## config.mk

```make
export PLATFORM = sky130hd
export DESIGN_NAME = psam_map
export DESIGN_NICKNAME = d
export VERILOG_FILES = /design/src/hdl/psam_pkg.sv /design/src/hdl/psam_map.sv
export SDC_FILE = /design/constraint.sdc
export NUM_CORES = 1
export LEC_CHECK = 0
export BUFFER_PORTS_ARGS = -buffer_cell sky130_fd_sc_hd__buf_2
export CAP_MARGIN = 20
export CORE_UTILIZATION = 49
export CTS_BUF_LIST = sky130_fd_sc_hd__clkbuf_16
export DETAILED_ROUTE_END_ITERATION = 12
export PLACE_DENSITY_LB_ADDON = 0.05
export SYNTH_ARGS = -nofsm -noshare
export SYNTH_HDL_FRONTEND = slang
export SYNTH_SLANG_ARGS = --single-unit
export TNS_END_PERCENT = 20
```

## constraint.sdc

```tcl
create_clock -name clk -period 2.4 [get_ports clk]
set_input_delay 0.12 -clock clk [delete_from_list [all_inputs] [get_ports clk]]
set_output_delay 0.12 -clock clk [all_outputs]
set_load 0.03 [all_outputs]
```

## src/hdl/psam_pkg.sv

```systemverilog
// Package for the program space address map block
package psam_pkg;
  localparam logic [3:0] REG_CORE_CONTROL = 4'h0;
  localparam logic [3:0] REG_TABLE_PAGE   = 4'h4;
  localparam logic [3:0] REG_WINDOW_PAGE  = 4'h8;
  localparam logic [3:0] REG_STATUS       = 4'hc;
  localparam int         WINDOW_EN_BIT    = 2;
  localparam int         CONFIG_SEL_BIT   = 7;
  localparam logic [7:0] TABLE_PAGE_RST   = 8'h00;
  localparam logic [7:0] WINDOW_PAGE_RST  = 8'h00;
  localparam logic [15:0] CORE_CTRL_RST   = 16'h0000;
  localparam logic [1:0] EXTRA_SHORT      = 2'h1;
  localparam logic [1:0] EXTRA_LONG       = 2'h2;
  localparam logic [23:0] PC_STEP         = 24'h000002;

  typedef enum logic [1:0] {
    PSAM_OP_NONE, PSAM_OP_DATA, PSAM_OP_TABLE
  } psam_op_t;

  typedef struct packed {
    psam_op_t    op;
    logic        high_half;
    logic        byte_mode;
    logic        write;
    logic        move_instr;
    logic        in_repeat;
    logic        repeat_edge;
    logic [15:0] ea;
    logic [15:0] wdata;
  } psam_req_t;
endpackage : psam_pkg

```

## src/hdl/psam_map.sv

```systemverilog
// Program space address map: table and window routes
//
// Our own choices: the AXI4-Lite interface to the registers and the register offsets.
`timescale 1ns/1ps
`default_nettype none
module psam_map
  import psam_pkg::*;
(
  // Clock and reset
  input  wire logic        clk,
  input  wire logic        resetn,
  // AXI4-Lite slave
  input  wire logic [3:0]  s_axi_awaddr,
  input  wire logic        s_axi_awvalid,
  output logic             s_axi_awready,
  input  wire logic [31:0] s_axi_wdata,
  input  wire logic [3:0]  s_axi_wstrb,
  input  wire logic        s_axi_wvalid,
  output logic             s_axi_wready,
  output logic [1:0]       s_axi_bresp,
  output logic             s_axi_bvalid,
  input  wire logic        s_axi_bready,
  input  wire logic [3:0]  s_axi_araddr,
  input  wire logic        s_axi_arvalid,
  output logic             s_axi_arready,
  output logic [31:0]      s_axi_rdata,
  output logic [1:0]       s_axi_rresp,
  output logic             s_axi_rvalid,
  input  wire logic        s_axi_rready,
  // Core request
  input  wire psam_req_t   core_req,
  output logic [15:0]      core_rdata,
  output logic             core_done,
  output logic [1:0]       core_extra,
  // Program counter
  input  wire logic        pc_advance,
  output logic [23:0]      pc,
  // Program memory
  output logic [23:0]      prog_addr,
  output logic             prog_rd,
  output logic             prog_wr,
  output logic [23:0]      prog_wdata,
  output logic [2:0]       prog_wmask,
  input  wire logic [23:0] prog_rdata,
  // Data memory
  output logic [15:0]      data_addr,
  output logic             data_rd,
  output logic             data_wr,
  output logic [15:0]      data_wdata,
  input  wire logic [15:0] data_rdata
);

  logic [15:0] core_control;
  logic [7:0]  table_page;
  logic [7:0]  window_page;
  logic [3:0]  aw_addr;
  logic        aw_held;
  logic [31:0] w_data;
  logic [3:0]  w_strb;
  logic        w_held;
  logic        table_busy;
  logic        window_enable;
  logic        window_hit;
  logic        table_hit;
  logic [1:0]  next_extra;
  logic [15:0] next_rdata;
  logic [1:0]  wait_cnt;
  logic        busy;
  logic        rd_pend;
  logic [15:0] rd_hold;

  typedef enum logic [1:0] {PSAM_IDLE, PSAM_WAIT, PSAM_DONE} psam_state_t;
  psam_state_t state;

  // AXI write channel
  assign s_axi_awready = !aw_held && !s_axi_bvalid;
  assign s_axi_wready  = !w_held && !s_axi_bvalid;
  assign s_axi_bresp   = (aw_addr == REG_STATUS) ? 2'h2 : 2'h0;
  assign s_axi_arready = !s_axi_rvalid;

  always_ff @(posedge clk or negedge resetn) begin
    if (!resetn) begin
      aw_held <= 1'b0;
      w_held  <= 1'b0;
      aw_addr <= 4'h0;
      w_data  <= 32'h0;
      w_strb  <= 4'h0;
      s_axi_bvalid <= 1'b0;
    end else begin
      if (s_axi_awvalid && s_axi_awready) begin
        aw_held <= 1'b1;
        aw_addr <= s_axi_awaddr;
      end
      if (s_axi_wvalid && s_axi_wready) begin
        w_held <= 1'b1;
        w_data <= s_axi_wdata;
        w_strb <= s_axi_wstrb;
      end
      if (aw_held && w_held) begin
        aw_held <= 1'b0;
        w_held  <= 1'b0;
        s_axi_bvalid <= 1'b1;
      end else if (s_axi_bvalid && s_axi_bready) begin
        s_axi_bvalid <= 1'b0;
      end
    end
  end

  // Register writes
  always_ff @(posedge clk or negedge resetn) begin
    if (!resetn) begin
      core_control <= CORE_CTRL_RST;
      table_page   <= TABLE_PAGE_RST;
      window_page  <= WINDOW_PAGE_RST;
    end else if (aw_held && w_held) begin
      case (aw_addr)
        REG_CORE_CONTROL: begin
          if (w_strb[0]) core_control[7:0] <= w_data[7:0];
          if (w_strb[1]) core_control[15:8] <= w_data[15:8];
        end
        REG_TABLE_PAGE: if (w_strb[0]) table_page <= w_data[7:0];
        REG_WINDOW_PAGE: if (w_strb[0]) window_page <= w_data[7:0];
        default: ;
      endcase
    end
  end

  // AXI read channel
  always_ff @(posedge clk or negedge resetn) begin
    if (!resetn) begin
      s_axi_rvalid <= 1'b0;
      s_axi_rdata  <= 32'h0;
      s_axi_rresp  <= 2'h0;
    end else if (s_axi_arvalid && s_axi_arready) begin
      s_axi_rvalid <= 1'b1;
      s_axi_rresp  <= 2'h0;
      case (s_axi_araddr)
        REG_CORE_CONTROL: s_axi_rdata <= {16'h0, core_control};
        REG_TABLE_PAGE:   s_axi_rdata <= {24'h0, table_page};
        REG_WINDOW_PAGE:  s_axi_rdata <= {24'h0, window_page};
        REG_STATUS:       s_axi_rdata <= {28'h0, table_busy, busy,
                                          window_enable, rd_pend};
        default: begin
          s_axi_rdata <= 32'h0;
          s_axi_rresp <= 2'h2;
        end
      endcase
    end else if (s_axi_rvalid && s_axi_rready) begin
      s_axi_rvalid <= 1'b0;
    end
  end

  // Route decode
  assign window_enable = core_control[WINDOW_EN_BIT];
  assign table_hit  = core_req.op == PSAM_OP_TABLE;
  assign table_busy = table_hit || (busy && rd_pend);
  assign window_hit = core_req.op == PSAM_OP_DATA && core_req.ea[15]
                      && window_enable && !table_busy && !core_req.write;

  // Program and data addressing
  always_comb begin
    prog_addr  = 24'h0;
    prog_rd    = 1'b0;
    prog_wr    = 1'b0;
    prog_wdata = 24'h0;
    prog_wmask = 3'h0;
    data_addr  = core_req.ea;
    data_rd    = 1'b0;
    data_wr    = 1'b0;
    data_wdata = core_req.wdata;
    if (state == PSAM_IDLE) begin
      if (table_hit) begin
        prog_addr = {table_page, core_req.ea};
        prog_rd   = !core_req.write;
        prog_wr   = core_req.write;
        if (core_req.high_half) begin
          prog_wdata = {core_req.wdata[7:0], 16'h0};
          prog_wmask = 3'h4;
        end else if (core_req.byte_mode) begin
          prog_wdata = {8'h0, core_req.wdata[7:0], core_req.wdata[7:0]};
          prog_wmask = core_req.ea[0] ? 3'h2 : 3'h1;
        end else begin
          prog_wdata = {8'h0, core_req.wdata};
          prog_wmask = 3'h3;
        end
      end else if (window_hit) begin
        prog_addr = {1'b0, window_page, core_req.ea[14:0]};
        prog_rd   = 1'b1;
      end else if (core_req.op == PSAM_OP_DATA) begin
        data_rd = !core_req.write;
        data_wr = core_req.write;
      end
    end
  end

  // Read lane selection
  always_comb begin
    next_rdata = data_rdata;
    if (table_hit) begin
      if (!core_req.high_half) begin
        if (!core_req.byte_mode)
          next_rdata = prog_rdata[15:0];
        else if (core_req.ea[0])
          next_rdata = {8'h0, prog_rdata[15:8]};
        else
          next_rdata = {8'h0, prog_rdata[7:0]};
      end else if (core_req.byte_mode && core_req.ea[0]) begin
        next_rdata = 16'h0;
      end else begin
        next_rdata = {8'h0, prog_rdata[23:16]};
      end
    end else if (window_hit) begin
      next_rdata = prog_rdata[15:0];
    end
  end

  // Extra cycle count
  always_comb begin
    next_extra = 2'h0;
    if (window_hit) begin
      if (core_req.in_repeat)
        next_extra = core_req.repeat_edge ? EXTRA_LONG : 2'h0;
      else
        next_extra = core_req.move_instr ? EXTRA_SHORT : EXTRA_LONG;
    end
  end

  // Completion sequencing
  always_ff @(posedge clk or negedge resetn) begin
    if (!resetn) begin
      state      <= PSAM_IDLE;
      wait_cnt   <= 2'h0;
      core_rdata <= 16'h0;
      core_extra <= 2'h0;
      rd_hold    <= 16'h0;
      rd_pend    <= 1'b0;
      busy       <= 1'b0;
    end else begin
      case (state)
        PSAM_IDLE: begin
          if (core_req.op != PSAM_OP_NONE) begin
            rd_hold    <= next_rdata;
            core_extra <= next_extra;
            wait_cnt   <= next_extra;
            rd_pend    <= table_hit;
            busy       <= 1'b1;
            state      <= (next_extra == 2'h0) ? PSAM_DONE : PSAM_WAIT;
            if (next_extra == 2'h0) core_rdata <= next_rdata;
          end
        end
        PSAM_WAIT: begin
          wait_cnt <= wait_cnt - 2'h1;
          if (wait_cnt == 2'h1) begin
            core_rdata <= rd_hold;
            state      <= PSAM_DONE;
          end
        end
        PSAM_DONE: begin
          busy    <= 1'b0;
          rd_pend <= 1'b0;
          state   <= PSAM_IDLE;
        end
        default: state <= PSAM_IDLE;
      endcase
    end
  end
  assign core_done = state == PSAM_DONE;

  // Program counter
  always_ff @(posedge clk or negedge resetn) begin
    if (!resetn)
      pc <= 24'h0;
    else if (pc_advance)
      pc <= pc + PC_STEP;
  end

  // Address construction; program address is only driven in idle
  a_table_addr: assert property (@(posedge clk) disable iff (!resetn)
    (state == PSAM_IDLE && table_hit)
      |-> prog_addr == {table_page, core_req.ea})
    else $error("table address wrong");
  a_table_space: assert property (@(posedge clk) disable iff (!resetn)
    (state == PSAM_IDLE && table_hit)
      |-> prog_addr[23] == table_page[CONFIG_SEL_BIT])
    else $error("table space select wrong");
  a_window_addr: assert property (@(posedge clk) disable iff (!resetn)
    (state == PSAM_IDLE && window_hit)
      |-> prog_addr == {1'b0, window_page, core_req.ea[14:0]})
    else $error("window address wrong");
  a_window_user: assert property (@(posedge clk) disable iff (!resetn)
    (state == PSAM_IDLE && window_hit) |-> !prog_addr[23])
    else $error("window reached configuration space");
  a_window_b15: assert property (@(posedge clk) disable iff (!resetn)
    (state == PSAM_IDLE && window_hit) |-> prog_addr[15] == window_page[0])
    else $error("window address bit 15 wrong");
  a_window_page: assert property (@(posedge clk) disable iff (!resetn)
    (state == PSAM_IDLE && window_hit) |-> prog_addr[22:15] == window_page)
    else $error("window page not applied");
  a_window_gate: assert property (@(posedge clk) disable iff (!resetn)
    window_hit |-> core_req.ea[15] && core_control[2] && !table_hit)
    else $error("window used without enable");
  a_table_first: assert property (@(posedge clk) disable iff (!resetn)
    table_busy |-> !window_hit)
    else $error("window open during table access");
  a_upper_lane: assert property (@(posedge clk) disable iff (!resetn)
    (prog_wr && prog_wmask[2]) |-> table_hit && core_req.high_half)
    else $error("upper program byte written outside high access");

  // Read lanes
  a_table_word: assert property (@(posedge clk) disable iff (!resetn)
    (table_hit && !core_req.high_half && !core_req.byte_mode)
      |-> next_rdata == prog_rdata[15:0])
    else $error("word low table read wrong");
  a_table_byte: assert property (@(posedge clk) disable iff (!resetn)
    (table_hit && !core_req.high_half && core_req.byte_mode)
      |-> next_rdata[15:8] == 8'h0 && next_rdata[7:0] ==
          (core_req.ea[0] ? prog_rdata[15:8] : prog_rdata[7:0]))
    else $error("byte low table read wrong");
  a_phantom_zero: assert property (@(posedge clk) disable iff (!resetn)
    (table_hit && core_req.high_half) |-> next_rdata[15:8] == 8'h0)
    else $error("phantom byte not zero");
  a_table_high: assert property (@(posedge clk) disable iff (!resetn)
    (table_hit && core_req.high_half && !core_req.byte_mode)
      |-> next_rdata == {8'h0, prog_rdata[23:16]})
    else $error("word high table read wrong");
  a_phantom_byte: assert property (@(posedge clk) disable iff (!resetn)
    (table_hit && core_req.high_half && core_req.byte_mode && core_req.ea[0])
      |-> next_rdata == 16'h0)
    else $error("phantom byte read not zero");
  a_window_data: assert property (@(posedge clk) disable iff (!resetn)
    window_hit |-> next_rdata == prog_rdata[15:0])
    else $error("window read not lower word");
  a_no_redirect: assert property (@(posedge clk) disable iff (!resetn)
    (state == PSAM_IDLE && core_req.op == PSAM_OP_DATA && !core_req.ea[15])
      |-> !prog_rd && next_extra == 2'h0)
    else $error("plain access redirected");
  a_window_off: assert property (@(posedge clk) disable iff (!resetn)
    (state == PSAM_IDLE && core_req.op == PSAM_OP_DATA && !window_enable)
      |-> !prog_rd && data_rd == !core_req.write)
    else $error("access redirected while window disabled");

  // Cycle counts
  a_window_slow: assert property (@(posedge clk) disable iff (!resetn)
    (state == PSAM_IDLE && window_hit && !core_req.in_repeat) |=> !core_done)
    else $error("window read took no extra cycle");
  a_move_extra: assert property (@(posedge clk) disable iff (!resetn)
    (state == PSAM_IDLE && window_hit && !core_req.in_repeat
      && core_req.move_instr) |=> state == PSAM_WAIT ##1 state == PSAM_DONE)
    else $error("move window timing wrong");
  a_other_extra: assert property (@(posedge clk) disable iff (!resetn)
    (state == PSAM_IDLE && window_hit && !core_req.in_repeat
      && !core_req.move_instr)
      |=> state == PSAM_WAIT [*2] ##1 state == PSAM_DONE)
    else $error("window timing wrong");
  a_repeat_fast: assert property (@(posedge clk) disable iff (!resetn)
    (state == PSAM_IDLE && window_hit && core_req.in_repeat
      && !core_req.repeat_edge) |=> core_done)
    else $error("repeat iteration slow");
  a_repeat_edge: assert property (@(posedge clk) disable iff (!resetn)
    (state == PSAM_IDLE && window_hit && core_req.in_repeat
      && core_req.repeat_edge)
      |=> state == PSAM_WAIT [*2] ##1 state == PSAM_DONE)
    else $error("repeat edge iteration timing wrong");
  a_plain_fast: assert property (@(posedge clk) disable iff (!resetn)
    (state == PSAM_IDLE && core_req.op == PSAM_OP_DATA && !window_hit)
      |=> core_done && core_extra == 2'h0)
    else $error("plain access slowed");
  a_pc_step: assert property (@(posedge clk) disable iff (!resetn)
    pc_advance |=> pc == $past(pc) + PC_STEP)
    else $error("pc step wrong");

  // Coverage
  c_window_read: cover property (@(posedge clk) disable iff (!resetn)
    window_hit && !core_req.in_repeat);
  c_table_high: cover property (@(posedge clk) disable iff (!resetn)
    table_hit && core_req.high_half && !core_req.write);
  c_repeat_edge: cover property (@(posedge clk) disable iff (!resetn)
    window_hit && core_req.in_repeat && core_req.repeat_edge);
  c_reg_write: cover property (@(posedge clk) disable iff (!resetn)
    aw_held && w_held && aw_addr == REG_WINDOW_PAGE);
  c_table_write: cover property (@(posedge clk) disable iff (!resetn)
    prog_wr && prog_wmask == 3'h4);

endmodule : psam_map
`default_nettype wire

```

==> metrics <==
Max clock buf depth=2; count of buffers from port buffering=265; CTS Root Buffer Type=clkbuf_16; area of the core region=0.0145 mm2; Critical Path End=prog_addr[10]; total die area=0.0154 mm2; Chip Width=124 um; TritonCTS sink count=138; critical path required time=2280 ps; Initial DRT Pass Iterations=4; combined area of all synthesized cells=0.00729 mm2; total via count in the routed design=6157; maximum number of pins on one net before global-route repair=87; startpoint of the worst-slack reg-to-reg timing path=state[0]; Area contributors post-synth=dfrtp_1 (47%), mux2_2 (11%), buf_4 (5.4%); cell row count=44; Routed WL per cell=18.2 um; H-tree lvl count=4; HPWL Detailed=14.8 mm; number of antenna violations at the first check in global routing=1; top-area cell type share of the netlist area=0.474; cell breakdown of the critical path=and2_1 > o31ai_4 > buf_4 > and3_1 > buf_2; combinational fraction of design power=0.282; number of synthesized register bits=138; DR vias/cell=5.53; kind of cell adding the most delay to the critical path=simple AND/OR/NAND/NOR gates; number of instances in the synthesized netlist=652; length in cells of the worst reg-to-reg path=6; Remaining Overflow, GRT=0; static leakage power=4.84 nW; pin slew with the least headroom to its limit=1040 ps; highest clock rate=0.439 GHz; overall routed net length=20.2 mm; mean cell area of the mapped netlist=11.2 um2; Worst Hold Slack=32.8 ps; sum of buffers and inverters on the critical path=2; Syn. warnings=0; max-slew violation count=0; endpoint of the most critical register-to-register path=core_rdata[2]; commonest cells after routing, fill and taps aside=buf_2 (264), dfrtp_1 (138), mux2_2 (70); global-route usage over all layers=0.271; later-pin clock latency in the skew report=420 ps; Worst setup EP type=output pin; max-capacitance violation count=0; most common cell after layout, fill and taps aside=buf_2; source of the critical timing path=rd_pend; vias in the first global route=5951; drt first-iter violations=301; Sequential Power Share=0.408; ys flop type=dfrtp_1; Post-CTS Setup Repair Bufs=0; Die Ht=124 um; Arrival @ worst endpoint=2160 ps; slew margin rel.=0.306; Sw Pwr=2.91 mW; Pwr Total=8.58 mW; Sum Neg Setup Slack=0 ps; final number of hold-violating endpoints=0; Design Area, Final=0.00938 mm2; Placed Instance Area=0.00852 mm2; switch share=0.339; path category of the worst min-delay check=in2reg; clock tree skew after final layout=9.51 ps; I/O pin count=303; Setup-failing EPs final=0; FF-to-FF setup slack=420 ps; CTS tree=yes; share of synthesized area occupied by flip-flops and latches=0.474; synth unique cells=55; post-synthesis cell type with the largest combined area=dfrtp_1; DRC violations left=0; Synth async-reset ratio=1.00; post-route clock period utilization=0.948; internal power=5.67 mW; power per standard cell area=914 mW/mm2; type of origin of the critical path=register; clock-pin slew of the registers on the worst-case setup and hold paths=60 ps; worst IR drop on VDD=0.000659 V; routability congestion estimate=0.918; initial core utilization=0.501; status=complete, no violations; final worst path period need=2280 ps; critical path peak fanout=14; Post-synth EDFFs=0; critical path class=reg2out; Crit path largest cell delay=420 ps; area delta synth->final=28.7%; clock group share of total power=0.310; cell with the biggest individual delay on the critical path=dfrtp_1; setup repair after global routing missed its margin=no; final-stage net count=1049; cell count along the critical path=5; CTS buffer count=17; wire length of the first global-routing pass=31.0 mm; share of final-layout standard cells stronger than drive strength 1=0.434; remaining antenna violation count after routing=0
Yosys cell counts, drive strengths merged (17+ instances only):
| cell type | number |
|---|---|
| mux2 | 71 |
| nand2 | 46 |
| nor2 | 22 |
| buf | 67 |
| dfrtp | 138 |
| and2 | 22 |
| clkbuf | 20 |
| nand3 | 18 |
| o21ai | 19 |
| mux2i | 19 |
| and3 | 24 |
| xnor2 | 17 |
| a22o | 23 |
what timing repair did:
action,4_1_cts,5_1_grt
hold buffers,26,0
resized for setup,0,0
endpoints found under the hold margin,163,0
routing by layer:
metal  share of wire  global-route usage  up-vias
met1            0.41               0.340     3010
met5               0                   0        -
met4           0.026               0.119        0
li1                -                   -     2850
met3           0.070              0.0650       31
met2            0.49               0.444      266
power groups by stage:
stage / logic, mW / clock network (mW) / registers [mW]
after floorplan: 1.48 / 0 / 3.70
after global placement: 2.33 / 0 / 3.48
after detailed placement: 2.40 / 0 / 3.53
after CTS: 2.43 / 2.71 / 3.50
after global routing: 2.64 / 2.81 / 3.60
final: 2.42 / 2.66 / 3.50
layout make-up:
cell class | count | area, um2
antenna | 2 | 5.00
clock buffer | 17 | 425
clock inverter | 15 | 174
fill | 1227 | 5150
inverter | 16 | 60.1
multi-input combinational | 429 | 3260
sequential | 138 | 3450
tap | 184 | 230
timing repair buffer | 313 | 1770
per-stage QoR:
| step | util | std cells | setup slack [ps] |
|---|---|---|---|
| after floorplan | - | 670 | 350 |
| after global placement | 0.586 | 1054 | 513 |
| after detailed placement | 0.586 | 1054 | 436 |
| after CTS | 0.645 | 1112 | 106 |
| after global routing | 0.645 | 1113 | 24.5 |
| final | 0.645 | 1114 | 124 |
registers in the layout, summed over array words and instances (netlist names), 4 cells and up:
| register | flops |
|---|---|
| core_rdata | 16 |
| rd_hold | 16 |
| core_control | 16 |
| window_page | 8 |
| s_axi_rdata | 16 |
| aw_addr | 4 |
| w_data | 16 |
| pc | 23 |
| table_page | 8 |
cells by family after synthesis:
logic type | after synthesis | synth area share
other cells | 1 | 0.000515
flops | 138 | 0.474
mux | 94 | 0.149
xor+xnor | 22 | 0.0264
fa+ha+maj | 2 | 0.00343
compound gates | 103 | 0.110
simple gates | 189 | 0.148
buf+inv | 103 | 0.0881
worst min-delay path: cells and delay by family:
| family | cells | cell delay (ps) |
|---|---|---|
| multiplexers | 1 | 70 |
| AO/OA/AOI/OAI | 1 | 140 |
| buffers and inverters | 1 | 80 |
worst min-delay path by stage:
stage          depth (start not counted)             to           from
5_1_grt                                3     rd_hold[9]  data_rdata[9]
2_1_floorplan                          0     aw_addr[0]         resetn
4_1_cts                                3  core_rdata[8]  data_rdata[8]
3_3_place_gp                           1         pc[19]         resetn
3_5_place_dp                           1         pc[19]         resetn
6_report                               3  core_rdata[8]  data_rdata[8]
No activity file was read; power rests on OpenSTA's default activity.
